$ cat src/cbi_pkg.sv
// shared constants and types for the axis command bit interpreter
package cbi_pkg;
    localparam int NUM_AXES = 2;
    localparam int CMD_W    = 13;
    localparam int MOD_W    = 3;
    localparam int STAT_W   = 8;
    localparam int CODE_W   = 16;
    localparam int SPEED_W  = 32;
    localparam int CNT_W    = 22;
    localparam int ADDR_W   = 8;
    localparam int DATA_W   = 32;

    // per-axis command bit positions
    localparam int CMD_REV_JOG   = 0;
    localparam int CMD_SERVO_ON  = 1;
    localparam int CMD_ABS_MODE  = 2;
    localparam int CMD_ABS_REQ   = 3;
    localparam int CMD_DEV_CLR   = 4;
    localparam int CMD_ERR_RST   = 5;
    localparam int CMD_RESTART   = 6;
    localparam int CMD_AUX_OFF   = 7;
    localparam int CMD_SPD_CHG   = 8;
    localparam int CMD_SPO_EN    = 9;
    localparam int CMD_MPG_EN    = 10;
    localparam int CMD_ZRET_CLR  = 11;
    localparam int CMD_POS_START = 12;

    // module-level command bit positions
    localparam int MOD_EXT_START_EN         = 0;
    localparam int MOD_INIT_PROCESSING_DONE = 1;
    localparam int MOD_INIT_SETTING_REQUEST = 2;

    // per-axis status bit positions
    localparam int ST_ERR         = 0;
    localparam int ST_WARN        = 1;
    localparam int ST_AUX_ACTIVE  = 2;
    localparam int ST_ZRET_REQ    = 3;
    localparam int ST_ABS_ACK     = 4;
    localparam int ST_DEV_CLR_ACK = 5;
    localparam int ST_BUSY        = 6;
    localparam int ST_STOPPED     = 7;

    // refresh period of edge commands
    localparam int REFRESH_PERIOD_US = 56800;
    localparam int CLK_FREQ_MHZ      = 50;
    localparam int REFRESH_CYCLES    = REFRESH_PERIOD_US * CLK_FREQ_MHZ;

    localparam logic [CODE_W-1:0] WARN_START_DURING_OP = 16'h0064;

    // controller register map
    localparam logic [ADDR_W-1:0] REG_CMD_AXIS1    = 8'h00;
    localparam logic [ADDR_W-1:0] REG_CMD_AXIS2    = 8'h04;
    localparam logic [ADDR_W-1:0] REG_MODULE_CTRL  = 8'h08;
    localparam logic [ADDR_W-1:0] REG_SPEED_AXIS1  = 8'h0C;
    localparam logic [ADDR_W-1:0] REG_SPEED_AXIS2  = 8'h10;
    localparam logic [ADDR_W-1:0] REG_STAT_AXIS1   = 8'h14;
    localparam logic [ADDR_W-1:0] REG_STAT_AXIS2   = 8'h18;
    localparam logic [ADDR_W-1:0] REG_CODES_AXIS1  = 8'h1C;
    localparam logic [ADDR_W-1:0] REG_CODES_AXIS2  = 8'h20;
    localparam logic [ADDR_W-1:0] REG_MODULE_STAT  = 8'h24;

    typedef enum logic [2:0] {
        OP_STANDBY,
        OP_STARTING,
        OP_BUSY,
        OP_STOPPED,
        OP_JOG,
        OP_DECEL,
        OP_ERROR
    } cbi_op_type;
endpackage

$ cat src/cbi_link_if.sv
// link between network master end and positioning module end
`timescale 1ns/1ps
interface cbi_link_if;
    logic [cbi_pkg::NUM_AXES-1:0][cbi_pkg::CMD_W-1:0]   axis_cmd;
    logic [cbi_pkg::MOD_W-1:0]                          module_cmd;
    logic [cbi_pkg::NUM_AXES-1:0][cbi_pkg::SPEED_W-1:0] new_speed;
    logic [cbi_pkg::NUM_AXES-1:0][cbi_pkg::STAT_W-1:0]  axis_stat;
    logic [cbi_pkg::NUM_AXES-1:0][cbi_pkg::CODE_W-1:0]  err_num;
    logic [cbi_pkg::NUM_AXES-1:0][cbi_pkg::CODE_W-1:0]  warn_num;
    logic                                               init_set_done;

    modport dev (
        input  axis_cmd, module_cmd, new_speed,
        output axis_stat, err_num, warn_num, init_set_done
    );
    modport mst (
        output axis_cmd, module_cmd, new_speed,
        input  axis_stat, err_num, warn_num, init_set_done
    );
endinterface

$ cat src/cbi_device.sv
// positioning module end: command bit interpreter
`timescale 1ns/1ps
// Summary of operation
// - reverse jog while held, decelerate on release
// - master raises servo enable for amplifier
// - absolute transfer mode only for maintenance
// - absolute request held; low means accepted
// - deviation clear held; low means accepted
// - error reset clears error and warning data, except while starting
// - reset moves error to standby, not starting
// - error reset acts on rising edge only
// - restart from stop on rising edge
// - aux code off edge clears active bit
// - edge commands refreshed once per period
// - new speed first, change on edge
// - changeover input honoured only when enabled
// - manual pulse generator only when enabled
// - zero-return clear edge clears request bit
// - external start accepted only when enabled
// - init request leads to processing complete
// - master raises init request on change
// - setting complete rises, falls with request
// - start while busy gives warning 100
module cbi_device #(
    parameter int unsigned REFRESH_CYCLES = cbi_pkg::REFRESH_CYCLES
) (
    input  wire logic                       i_clk_sys,        // system clock
    input  wire logic                       i_rst_b,          // async reset, low
    cbi_link_if.dev                         link,             // link to master
    input  wire logic [1:0]                 i_error_event,    // axis error pulse
    input  wire logic [1:0][15:0]           i_error_code,     // error number
    input  wire logic [1:0]                 i_aux_code_set,   // aux code issued
    input  wire logic [1:0]                 i_zero_ret_set,   // zero return needed
    input  wire logic [1:0]                 i_motion_done,    // axis came to rest
    input  wire logic [1:0]                 i_stop_event,     // positioning stopped
    input  wire logic [1:0]                 i_abs_ack,        // abs request taken
    input  wire logic [1:0]                 i_dev_clr_ack,    // clear request taken
    input  wire logic [1:0]                 i_spo_change,     // changeover input
    input  wire logic                       i_ext_start,      // external start pulse
    input  wire logic                       i_init_complete,  // init setting done
    output logic      [1:0]                 o_jog_rev,        // reverse jog running
    output logic      [1:0]                 o_decel,          // decelerating
    output logic      [1:0]                 o_start_pulse,    // positioning start
    output logic      [1:0]                 o_restart_pulse,  // restart from stop
    output logic      [1:0]                 o_servo_on,       // servo amplifier on
    output logic      [1:0]                 o_abs_mode,       // abs transfer mode
    output logic      [1:0]                 o_abs_data_req,   // abs data wanted
    output logic      [1:0]                 o_dev_clr_req,    // deviation clear
    output logic      [1:0]                 o_speed_apply,    // speed change pulse
    output logic      [1:0][31:0]           o_speed_value,    // speed to apply
    output logic      [1:0]                 o_spo_change,     // gated changeover
    output logic      [1:0]                 o_mpg_enable,     // pulse generator ok
    output logic                            o_init_setting,   // init setting pulse
    output logic                            o_remote_ready    // ready to position
);
    localparam int NA = cbi_pkg::NUM_AXES;
    localparam logic [cbi_pkg::CNT_W-1:0] CNT_LAST = cbi_pkg::CNT_W'(REFRESH_CYCLES - 1);

    typedef struct packed {
        logic [cbi_pkg::CNT_W-1:0]                 cnt;
        logic                                      tick;
        logic [NA-1:0][cbi_pkg::CMD_W-1:0]         cmd;
        logic [NA-1:0][cbi_pkg::CMD_W-1:0]         pulse;
        logic [cbi_pkg::MOD_W-1:0]                 mods;
        logic                                      init_pulse;
        logic                                      init_done;
        logic [NA-1:0][cbi_pkg::SPEED_W-1:0]       speed;
        cbi_pkg::cbi_op_type [NA-1:0]              op;
        logic [NA-1:0]                             err;
        logic [NA-1:0]                             warn;
        logic [NA-1:0]                             aux;
        logic [NA-1:0]                             zret;
        logic [NA-1:0]                             abs_ack;
        logic [NA-1:0]                             clr_ack;
        logic [NA-1:0][cbi_pkg::CODE_W-1:0]        err_num;
        logic [NA-1:0][cbi_pkg::CODE_W-1:0]        warn_num;
        logic [NA-1:0]                             start;
        logic [NA-1:0]                             restart;
        logic [NA-1:0]                             spd_apply;
        logic [NA-1:0][cbi_pkg::SPEED_W-1:0]       spd_out;
    } cbi_dev_state_type;

    cbi_dev_state_type s_q;
    cbi_dev_state_type s_d;

    // busy covers every state in which the axis is already moving
    function automatic logic is_busy(input cbi_pkg::cbi_op_type op);
        is_busy = (op == cbi_pkg::OP_STARTING) || (op == cbi_pkg::OP_BUSY) ||
                  (op == cbi_pkg::OP_JOG) || (op == cbi_pkg::OP_DECEL);
    endfunction

    logic ext_go;

    assign ext_go = i_ext_start & s_q.mods[cbi_pkg::MOD_EXT_START_EN];

    // next state
    always_comb begin
        logic go;
        go = 1'b0;
        s_d = s_q;
        s_d.tick = 1'b0;
        s_d.init_pulse = 1'b0;
        s_d.start = '0;
        s_d.restart = '0;
        s_d.spd_apply = '0;
        s_d.pulse = '0;
        if (s_q.cnt == CNT_LAST) begin
            s_d.cnt = '0;
            s_d.tick = 1'b1;
        end else begin
            s_d.cnt = s_q.cnt + 1'b1;
        end
        if (s_q.tick) begin
            s_d.pulse = link.axis_cmd & ~s_q.cmd;
            s_d.init_pulse = link.module_cmd[cbi_pkg::MOD_INIT_SETTING_REQUEST] &
                             ~s_q.mods[cbi_pkg::MOD_INIT_SETTING_REQUEST];
            s_d.cmd = link.axis_cmd;
            s_d.mods = link.module_cmd;
            s_d.speed = link.new_speed;
        end
        if (!s_q.mods[cbi_pkg::MOD_INIT_SETTING_REQUEST]) begin
            s_d.init_done = 1'b0;
        end
        if (i_init_complete && s_q.mods[cbi_pkg::MOD_INIT_SETTING_REQUEST]) begin
            s_d.init_done = 1'b1;
        end
        for (int a = 0; a < NA; a++) begin
            s_d.abs_ack[a] = i_abs_ack[a];
            s_d.clr_ack[a] = i_dev_clr_ack[a];
            go = s_q.pulse[a][cbi_pkg::CMD_POS_START] | ext_go;
            if (s_q.pulse[a][cbi_pkg::CMD_AUX_OFF]) begin
                s_d.aux[a] = 1'b0;
            end
            if (i_aux_code_set[a]) begin
                s_d.aux[a] = 1'b1;
            end
            if (s_q.pulse[a][cbi_pkg::CMD_ZRET_CLR]) begin
                s_d.zret[a] = 1'b0;
            end
            if (i_zero_ret_set[a]) begin
                s_d.zret[a] = 1'b1;
            end
            if (s_q.pulse[a][cbi_pkg::CMD_ERR_RST] && s_q.op[a] != cbi_pkg::OP_STARTING) begin
                s_d.err[a] = 1'b0;
                s_d.warn[a] = 1'b0;
                s_d.err_num[a] = '0;
                s_d.warn_num[a] = '0;
                if (s_q.op[a] == cbi_pkg::OP_ERROR) begin
                    s_d.op[a] = cbi_pkg::OP_STANDBY;
                end
            end
            if (go && is_busy(s_q.op[a])) begin
                s_d.warn[a] = 1'b1;
                s_d.warn_num[a] = cbi_pkg::WARN_START_DURING_OP;
            end
            case (s_q.op[a])
                cbi_pkg::OP_STANDBY: begin
                    if (go) begin
                        s_d.op[a] = cbi_pkg::OP_STARTING;
                        s_d.start[a] = 1'b1;
                    end else if (s_q.cmd[a][cbi_pkg::CMD_REV_JOG]) begin
                        s_d.op[a] = cbi_pkg::OP_JOG;
                    end
                end
                cbi_pkg::OP_STARTING: s_d.op[a] = cbi_pkg::OP_BUSY;
                cbi_pkg::OP_BUSY: begin
                    if (i_stop_event[a]) begin
                        s_d.op[a] = cbi_pkg::OP_STOPPED;
                    end else if (i_motion_done[a]) begin
                        s_d.op[a] = cbi_pkg::OP_STANDBY;
                    end
                    if (s_q.pulse[a][cbi_pkg::CMD_SPD_CHG]) begin
                        s_d.spd_apply[a] = 1'b1;
                        s_d.spd_out[a] = s_q.speed[a];
                    end
                end
                cbi_pkg::OP_STOPPED: begin
                    if (s_q.pulse[a][cbi_pkg::CMD_RESTART]) begin
                        s_d.op[a] = cbi_pkg::OP_BUSY;
                        s_d.restart[a] = 1'b1;
                    end
                end
                cbi_pkg::OP_JOG: begin
                    if (!s_q.cmd[a][cbi_pkg::CMD_REV_JOG]) begin
                        s_d.op[a] = cbi_pkg::OP_DECEL;
                    end
                end
                cbi_pkg::OP_DECEL: begin
                    if (i_motion_done[a]) begin
                        s_d.op[a] = cbi_pkg::OP_STANDBY;
                    end
                end
                cbi_pkg::OP_ERROR: ;
                default: s_d.op[a] = cbi_pkg::OP_STANDBY;
            endcase
            // an error beats every other move, including a reset in the same cycle
            if (i_error_event[a]) begin
                s_d.op[a] = cbi_pkg::OP_ERROR;
                s_d.err[a] = 1'b1;
                s_d.err_num[a] = i_error_code[a];
            end
        end
    end

    // state register
    always_ff @(posedge i_clk_sys or negedge i_rst_b) begin
        if (!i_rst_b) begin
            s_q <= '0;
        end else begin
            s_q <= s_d;
        end
    end

    // per-axis outputs
    for (genvar g = 0; g < NA; g++) begin : g_axis
        assign o_jog_rev[g]       = (s_q.op[g] == cbi_pkg::OP_JOG);
        assign o_decel[g]         = (s_q.op[g] == cbi_pkg::OP_DECEL);
        assign o_start_pulse[g]   = s_q.start[g];
        assign o_restart_pulse[g] = s_q.restart[g];
        assign o_servo_on[g]      = s_q.cmd[g][cbi_pkg::CMD_SERVO_ON];
        assign o_abs_mode[g]      = s_q.cmd[g][cbi_pkg::CMD_ABS_MODE];
        // request only counts in abs mode
        assign o_abs_data_req[g]  = s_q.cmd[g][cbi_pkg::CMD_ABS_MODE] &
                                    s_q.cmd[g][cbi_pkg::CMD_ABS_REQ];
        assign o_dev_clr_req[g]   = s_q.cmd[g][cbi_pkg::CMD_DEV_CLR];
        assign o_speed_apply[g]   = s_q.spd_apply[g];
        assign o_speed_value[g]   = s_q.spd_out[g];
        assign o_spo_change[g]    = i_spo_change[g] & s_q.cmd[g][cbi_pkg::CMD_SPO_EN];
        assign o_mpg_enable[g]    = s_q.cmd[g][cbi_pkg::CMD_MPG_EN];
        assign link.axis_stat[g]  = {s_q.op[g] == cbi_pkg::OP_STOPPED, is_busy(s_q.op[g]),
                                     s_q.clr_ack[g], s_q.abs_ack[g], s_q.zret[g],
                                     s_q.aux[g], s_q.warn[g], s_q.err[g]};
    end

    // module-level outputs
    assign link.err_num      = s_q.err_num;
    assign link.warn_num     = s_q.warn_num;
    assign link.init_set_done = s_q.init_done;
    assign o_init_setting    = s_q.init_pulse;
    assign o_remote_ready    = s_q.mods[cbi_pkg::MOD_INIT_PROCESSING_DONE] &
                               ~s_q.mods[cbi_pkg::MOD_INIT_SETTING_REQUEST];
endmodule

$ cat src/flat_wrapper.sv
// flat-port wrapper written by rule: the top's interface ports become plain ports
module cbi_device_flat 
#(
    parameter int unsigned REFRESH_CYCLES = cbi_pkg::REFRESH_CYCLES
)
  (i_clk_sys, i_rst_b, i_error_event, i_error_code, i_aux_code_set, i_zero_ret_set, i_motion_done, i_stop_event, i_abs_ack, i_dev_clr_ack, i_spo_change, i_ext_start, i_init_complete, o_jog_rev, o_decel, o_start_pulse, o_restart_pulse, o_servo_on, o_abs_mode, o_abs_data_req, o_dev_clr_req, o_speed_apply, o_speed_value, o_spo_change, o_mpg_enable, o_init_setting, o_remote_ready, link_axis_cmd, link_module_cmd, link_new_speed, link_axis_stat, link_err_num, link_warn_num, link_init_set_done);
  cbi_link_if link_i ();
  input  wire logic i_clk_sys;
  input  wire logic i_rst_b;
  input  wire logic [1:0] i_error_event;
  input  wire logic [1:0][15:0] i_error_code;
  input  wire logic [1:0] i_aux_code_set;
  input  wire logic [1:0] i_zero_ret_set;
  input  wire logic [1:0] i_motion_done;
  input  wire logic [1:0] i_stop_event;
  input  wire logic [1:0] i_abs_ack;
  input  wire logic [1:0] i_dev_clr_ack;
  input  wire logic [1:0] i_spo_change;
  input  wire logic i_ext_start;
  input  wire logic i_init_complete;
  output logic      [1:0] o_jog_rev;
  output logic      [1:0] o_decel;
  output logic      [1:0] o_start_pulse;
  output logic      [1:0] o_restart_pulse;
  output logic      [1:0] o_servo_on;
  output logic      [1:0] o_abs_mode;
  output logic      [1:0] o_abs_data_req;
  output logic      [1:0] o_dev_clr_req;
  output logic      [1:0] o_speed_apply;
  output logic      [1:0][31:0] o_speed_value;
  output logic      [1:0] o_spo_change;
  output logic      [1:0] o_mpg_enable;
  output logic o_init_setting;
  output logic o_remote_ready;
  input wire logic [$bits(link_i.axis_cmd)-1:0] link_axis_cmd;
  input wire logic [$bits(link_i.module_cmd)-1:0] link_module_cmd;
  input wire logic [$bits(link_i.new_speed)-1:0] link_new_speed;
  output wire logic [$bits(link_i.axis_stat)-1:0] link_axis_stat;
  output wire logic [$bits(link_i.err_num)-1:0] link_err_num;
  output wire logic [$bits(link_i.warn_num)-1:0] link_warn_num;
  output wire logic [$bits(link_i.init_set_done)-1:0] link_init_set_done;
  assign link_i.axis_cmd = link_axis_cmd;
  assign link_i.module_cmd = link_module_cmd;
  assign link_i.new_speed = link_new_speed;
  assign link_axis_stat = link_i.axis_stat;
  assign link_err_num = link_i.err_num;
  assign link_warn_num = link_i.warn_num;
  assign link_init_set_done = link_i.init_set_done;
  cbi_device #(.REFRESH_CYCLES(REFRESH_CYCLES)) u_core (.i_clk_sys(i_clk_sys), .i_rst_b(i_rst_b), .link(link_i), .i_error_event(i_error_event), .i_error_code(i_error_code), .i_aux_code_set(i_aux_code_set), .i_zero_ret_set(i_zero_ret_set), .i_motion_done(i_motion_done), .i_stop_event(i_stop_event), .i_abs_ack(i_abs_ack), .i_dev_clr_ack(i_dev_clr_ack), .i_spo_change(i_spo_change), .i_ext_start(i_ext_start), .i_init_complete(i_init_complete), .o_jog_rev(o_jog_rev), .o_decel(o_decel), .o_start_pulse(o_start_pulse), .o_restart_pulse(o_restart_pulse), .o_servo_on(o_servo_on), .o_abs_mode(o_abs_mode), .o_abs_data_req(o_abs_data_req), .o_dev_clr_req(o_dev_clr_req), .o_speed_apply(o_speed_apply), .o_speed_value(o_speed_value), .o_spo_change(o_spo_change), .o_mpg_enable(o_mpg_enable), .o_init_setting(o_init_setting), .o_remote_ready(o_remote_ready));
endmodule
$ cat config.mk
export PLATFORM = sky130hd
export DESIGN_NAME = cbi_device_flat
export DESIGN_NICKNAME = d
export VERILOG_FILES = /design/src/cbi_pkg.sv /design/src/cbi_link_if.sv /design/src/cbi_device.sv /design/src/flat_wrapper.sv
export SDC_FILE = /design/constraint.sdc
export NUM_CORES = 1
export LEC_CHECK = 0
export ABC_AREA = 1
export BUFFER_PORTS_ARGS = -buffer_cell sky130_fd_sc_hd__buf_2
export CAP_MARGIN = 20
export CORE_MARGIN = 5
export CORE_UTILIZATION = 38
export CTS_BUF_LIST = sky130_fd_sc_hd__clkbuf_8
export DETAILED_ROUTE_END_ITERATION = 12
export GPL_TIMING_DRIVEN = 0
export HOLD_SLACK_MARGIN = 0.1
export PLACE_DENSITY_LB_ADDON = 0.2
export SLEW_MARGIN = 30
export SYNTH_ARGS = -nofsm -noshare
export SYNTH_HDL_FRONTEND = slang
export SYNTH_SLANG_ARGS = --single-unit
$ cat constraint.sdc
create_clock -name i_clk_sys -period 2.6 [get_ports i_clk_sys]
set_input_delay 0.26 -clock i_clk_sys [delete_from_list [all_inputs] [get_ports i_clk_sys]]
set_output_delay 0.26 -clock i_clk_sys [all_outputs]
set_load 0.05 [all_outputs]
* Yosys cells after proc, flatten, opt, wreduce, memory -nomap -nowiden *
Index checks and enable logic that the tools add are counted.

word-level totals
  word-level logic and storage cells = 141
  register bits = 296
  input bits = 145
  output and inout bits = 169

cells by class
  mux-type cells = 57
  bitwise logic cells = 12
  $add $sub $neg = 1
  reductions and logical operators = 23
  equality and inequality tests = 16

operators by type and width
  kind                     number
  $mux W16                 6
  $mux W3                  18
  $pmux W3 S7              2
  $mux W30                 1
  $mux W1                  29
  $and A26 B26 Y26         1
  $not A26 Y26             1
  $add A22 B1 Y22 const B  1
  $eq A22 B22 Y1 const B   1
  $mux W22                 1
  $eq A3 B3 Y1 const B     6
  $reduce_bool A2 Y1       8
  $eq A3 B2 Y1 const B     4
  $and A1 B1 Y1            7
  $eq A3 B1 Y1 const B     2
  $logic_not A3 Y1         2
  $logic_or A1 B1 Y1       6
  $ne A3 B1 Y1 const B     2
  $logic_and A1 B1 Y1      5
  $reduce_and A2 Y1        2
  $ne A2 B2 Y1 const B     1
  $or A1 B1 Y1             2
  $not A1 Y1               1

* Depth between registers and ports, before layout *
  depth after elaboration = 7
  mapped depth = 9
  gate-level depth less buffers = 8

* Worst setup path after synthesis *
Ideal clock, no wire load.

  path kind = reg-to-reg
  start point = register u_core.s_q[149] (netlist bit)
  end point = register u_core.s_q[150] (netlist bit)
  path buffers = 0
  path slack = 0.533 ns
  setup time = 0.071 ns
  arrival = 1.996 ns
  cell stages (with the launch flop) = 7
  cell sequence = dfrtp_1 -> inv_1 -> nor3_1 -> inv_1 -> nand2_1 -> inv_1 -> nand4_1

RTL lines
  item                      RTL line           text
  start: declaration        cbi_device.sv:83   cbi_dev_state_type s_q;
  start signal: assignment  cbi_device.sv:208  s_q <= '0;
  start signal: assignment  cbi_device.sv:210  s_q <= s_d;

* Worst setup path in the final report *
  start point = register u_core.s_q[149] (netlist bit)
  end point = output link_axis_stat[14]

between the ends
  word-level cells in the longest chain between the ends = 4

RTL lines
  item                                                 RTL line            text
  $eq A3 B1 Y1 / $eq A3 B2 Y1 (equally long branches)  cbi_device.sv:88    is_busy = (op == cbi_pkg::OP_STARTING) || (op == cbi_pkg::OP_BUSY) ||
  $logic_or A1 B1 Y1 (2 in a row)                      cbi_device.sv:88
  $logic_or A1 B1 Y1 (*)                               cbi_device.sv:89    (op == cbi_pkg::OP_JOG) || (op == cbi_pkg::OP_DECEL);
  end: declaration                                     flat_wrapper.sv:38  output wire logic [$bits(link_i.axis_stat)-1:0] link_axis_stat;

Mark *: on every way between the ends. The rest lies on a longest branch, timed or not.

==> impl_metrics.json <==
{
  "path_clk_slew_ps": 60,
  "post-route-period-util": 0.7935,
  "ys_ff_latch": 250,
  "cp.arrival_ps": 1800,
  "synth.distinct_cells": 32,
  "avgSynthCellArea_um2": 9.217,
  "finClkSkew_ps": 14.94,
  "stdcell_area_um2": 15660,
  "drv_slew": 0,
  "required_ps": 2340,
  "power_density_nw_per_um2": 515.8,
  "io_buffers": 285,
  "post-route-util": 0.5326,
  "yosys-top-cells-area": "dfrtp_1, buf_4, nand2_1",
  "cap_violations": 0,
  "synth_compound_area_frac": 0.08742,
  "worstSetupEndpointType": "output port",
  "detail-route-antenna-nets": 0,
  "cts_resized": 0,
  "cp_max_fo": 5,
  "grt_usage": 0.1791,
  "clockBufferDepth": 3,
  "nets": 1877,
  "synthCells": 1219,
  "first_pass_iters": 4,
  "yosysTopAreaCell": "dfrtp_1",
  "cts_tree": "done",
  "ys_seq_area_frac": 0.5568,
  "hold_violations": 0,
  "reg2reg_depth": 8,
  "antenna_found_initial": 1,
  "die-height_um": 182.0,
  "dieArea_um2": 33110,
  "period_needed_ps": 2063,
  "dr.first_iter.drc_count": 288,
  "synth-xor-area-share": 0.007795,
  "slew_headroom": 0.5382,
  "dp.cells": 1922,
  "io_pins": 314,
  "placed_cell_area_um2": 13340,
  "synth_area_um2": 11240,
  "postCtsHoldBufs": 154,
  "cts_inserted_buffers": 43,
  "worst_pin_slew_ps": 692.7,
  "yosysWarnings": 0,
  "rows": 63,
  "cts_sinks": 250,
  "core_area_um2": 29400,
  "dpl.hpwl_um": 20800,
  "cts-root-buf": "clkbuf_8",
  "rsz0062_at_grt": "false",
  "start_util": 0.3821,
  "stdcell_count": 2151,
  "synthAdderAreaFrac": 0.001114,
  "drcViolationCount": 0,
  "holdCritPathClass": "in -> async",
  "post-cts-setup-buffers": 0,
  "route.vias.total": 9390,
  "grt_start_max_net_pins": 87,
  "vdd_drop_max_mv": 0.3383,
  "synth-simple-area-share": 0.1606,
  "post_synth_mux_area_share": 0.01303,
  "vias_per_cell": 4.365,
  "p_leak_nw": 8.637,
  "drive_above_1_share": 0.3290,
  "synth.top_cell.area_share": 0.5568,
  "syn_to_final_growth_pct": 39.38,
  "insertion_delay_ps": 520,
  "place.gp.congestion": 0.8641,
  "crit_type": "reg -> out",
  "tns_ps": 0,
  "synth_top_family_by_area": "buffers and inverters",
  "max_freq_ghz": 0.4847,
  "first_global_vias": 9570,
  "power.total_mw": 8.078,
  "status": "completed",
  "grt_pass1_wl_um": 49020,
  "critPathLaunchType": "register",
  "routed_wirelength_um": 30200,
  "htree_num_levels": 2,
  "gr-total-overflow": 0,
  "wl_per_cell_um": 14.04,
  "setup_viol": 0,
  "die_w_um": 182.0
}
-- power breakdown --
part / switching, mW / internal, mW / leakage (nW)
Clock: 1.51 / 1.73 / 0.486
Combinational: 0.486 / 0.379 / 5.22
Sequential: 0.0275 / 3.94 / 2.93
-- cells in the final DEF, fill, tap and decap left out, types with 5 or more instances in the layout --
cell	n
xnor2_1	5
nand3_1	50
dfrtp_1	250
buf_6	12
o21ai_1	22
o21ai_0	99
clkbuf_1	14
clkbuf_8	50
buf_4	154
nor3_1	5
conb_1	26
nor2_1	63
o21ai_2	33
buf_2	298
nand2_1	301
inv_1	158
dlygate4sd3_1	154
nand4_1	12
xor2_1	5
mux2_2	13
-- metal layers --
| metal | track usage | vias up | part of all wire |
|---|---|---|---|
| met5 | 0 | - | 0 |
| met4 | 0.04203 | 0 | 0.017 |
| met3 | 0.03786 | 45 | 0.064 |
| met2 | 0.3049 | 273 | 0.48 |
| met1 | 0.2354 | 4396 | 0.44 |
| li1 | - | 4676 | - |
-- logic make-up (layout without fill, tap and decap cells) --
family                   count (synthesis)  count (layout)
buffers and inverters                  335             851
flip-flops                             250             250
adder cells (fa/ha/maj)                  1               1
AO/OA/AOI/OAI                          167             167
XOR/XNOR                                10              10
other                                    1              27
AND/OR/NAND/NOR                        442             442
multiplexers                            13              13
-- critical path: stages (launching register included) --
cell and delay (ps):
dfrtp_1 450, inv_1 140, nand2_1 100, o211ai_1 270, buf_2 330
-- worst paths after layout --
kind | end | startpoint | slack, ps
max | link_axis_stat[14] | u_core.s_q[149] | 540
min | u_core.s_q[148] | i_rst_b | 170
max reg2reg | u_core.s_q[293] | u_core.s_q[275] | 950
min reg2reg | u_core.s_q[242] | u_core.s_q[268] | 410
max in group asynchronous | u_core.o_speed_value[31] | i_rst_b | 1440
min in group i_clk_sys | u_core.s_q[150] | i_motion_done[1] | 170
-- state kept, by name, indices dropped and copies added (netlist names) --
register	cells
u_core.s_q	126
u_core.o_speed_value	64
u_core.link.err_num	32
u_core.link.axis_stat	10
u_core.link.warn_num	2
u_core.o_abs_mode	2
u_core.o_dev_clr_req	2
u_core.o_mpg_enable	2
u_core.o_restart_pulse	2
u_core.o_servo_on	2
u_core.o_speed_apply	2
u_core.o_start_pulse	2
u_core.link.init_set_done	1
u_core.o_init_setting	1
-- layout make-up --
type	count	area, µm²
fillers	2686	13740
flip-flops and latches	250	6256
repair buffers	442	3060
clock buffers	50	688.2
diodes	1	2.502
well taps	390	488.0
clock inverters	24	91.34
inverters	140	525.5
plain buffers	195	1418
multi-input cells	659	3131
-- per-stage QoR --
stage	setup slack [ps]	hold slack, ps
final	537.0	165.5
after global routing	442.8	156.1
after CTS	505.2	130.9
after detailed placement	931.7	109.5
after global placement	-3371	368.5
after floorplan	532.8	-35.59
-- cell usage after synthesis --
library cell	count
nand2_1	301
dfrtp_1	250
buf_4	154
inv_1	135
o21ai_0	99
nor2_1	63
nand3_1	50
o21ai_2	33
o21ai_1	22
buf_2	14
clkbuf_1	14
mux2_2	13
buf_6	12
nand4_1	12
nor3_1	5
xnor2_1	5
xor2_1	5
a21oi_1	4
nand2_2	4
o211ai_1	4
o21bai_1	4
inv_2	3
nor2_2	3
clkinv_1	2
a21o_1	1
buf_1	1
conb_1	1
ha_1	1
nand3_2	1
nor2_4	1
nor3_4	1
or2_2	1
(Power assumes the default switching activity.)
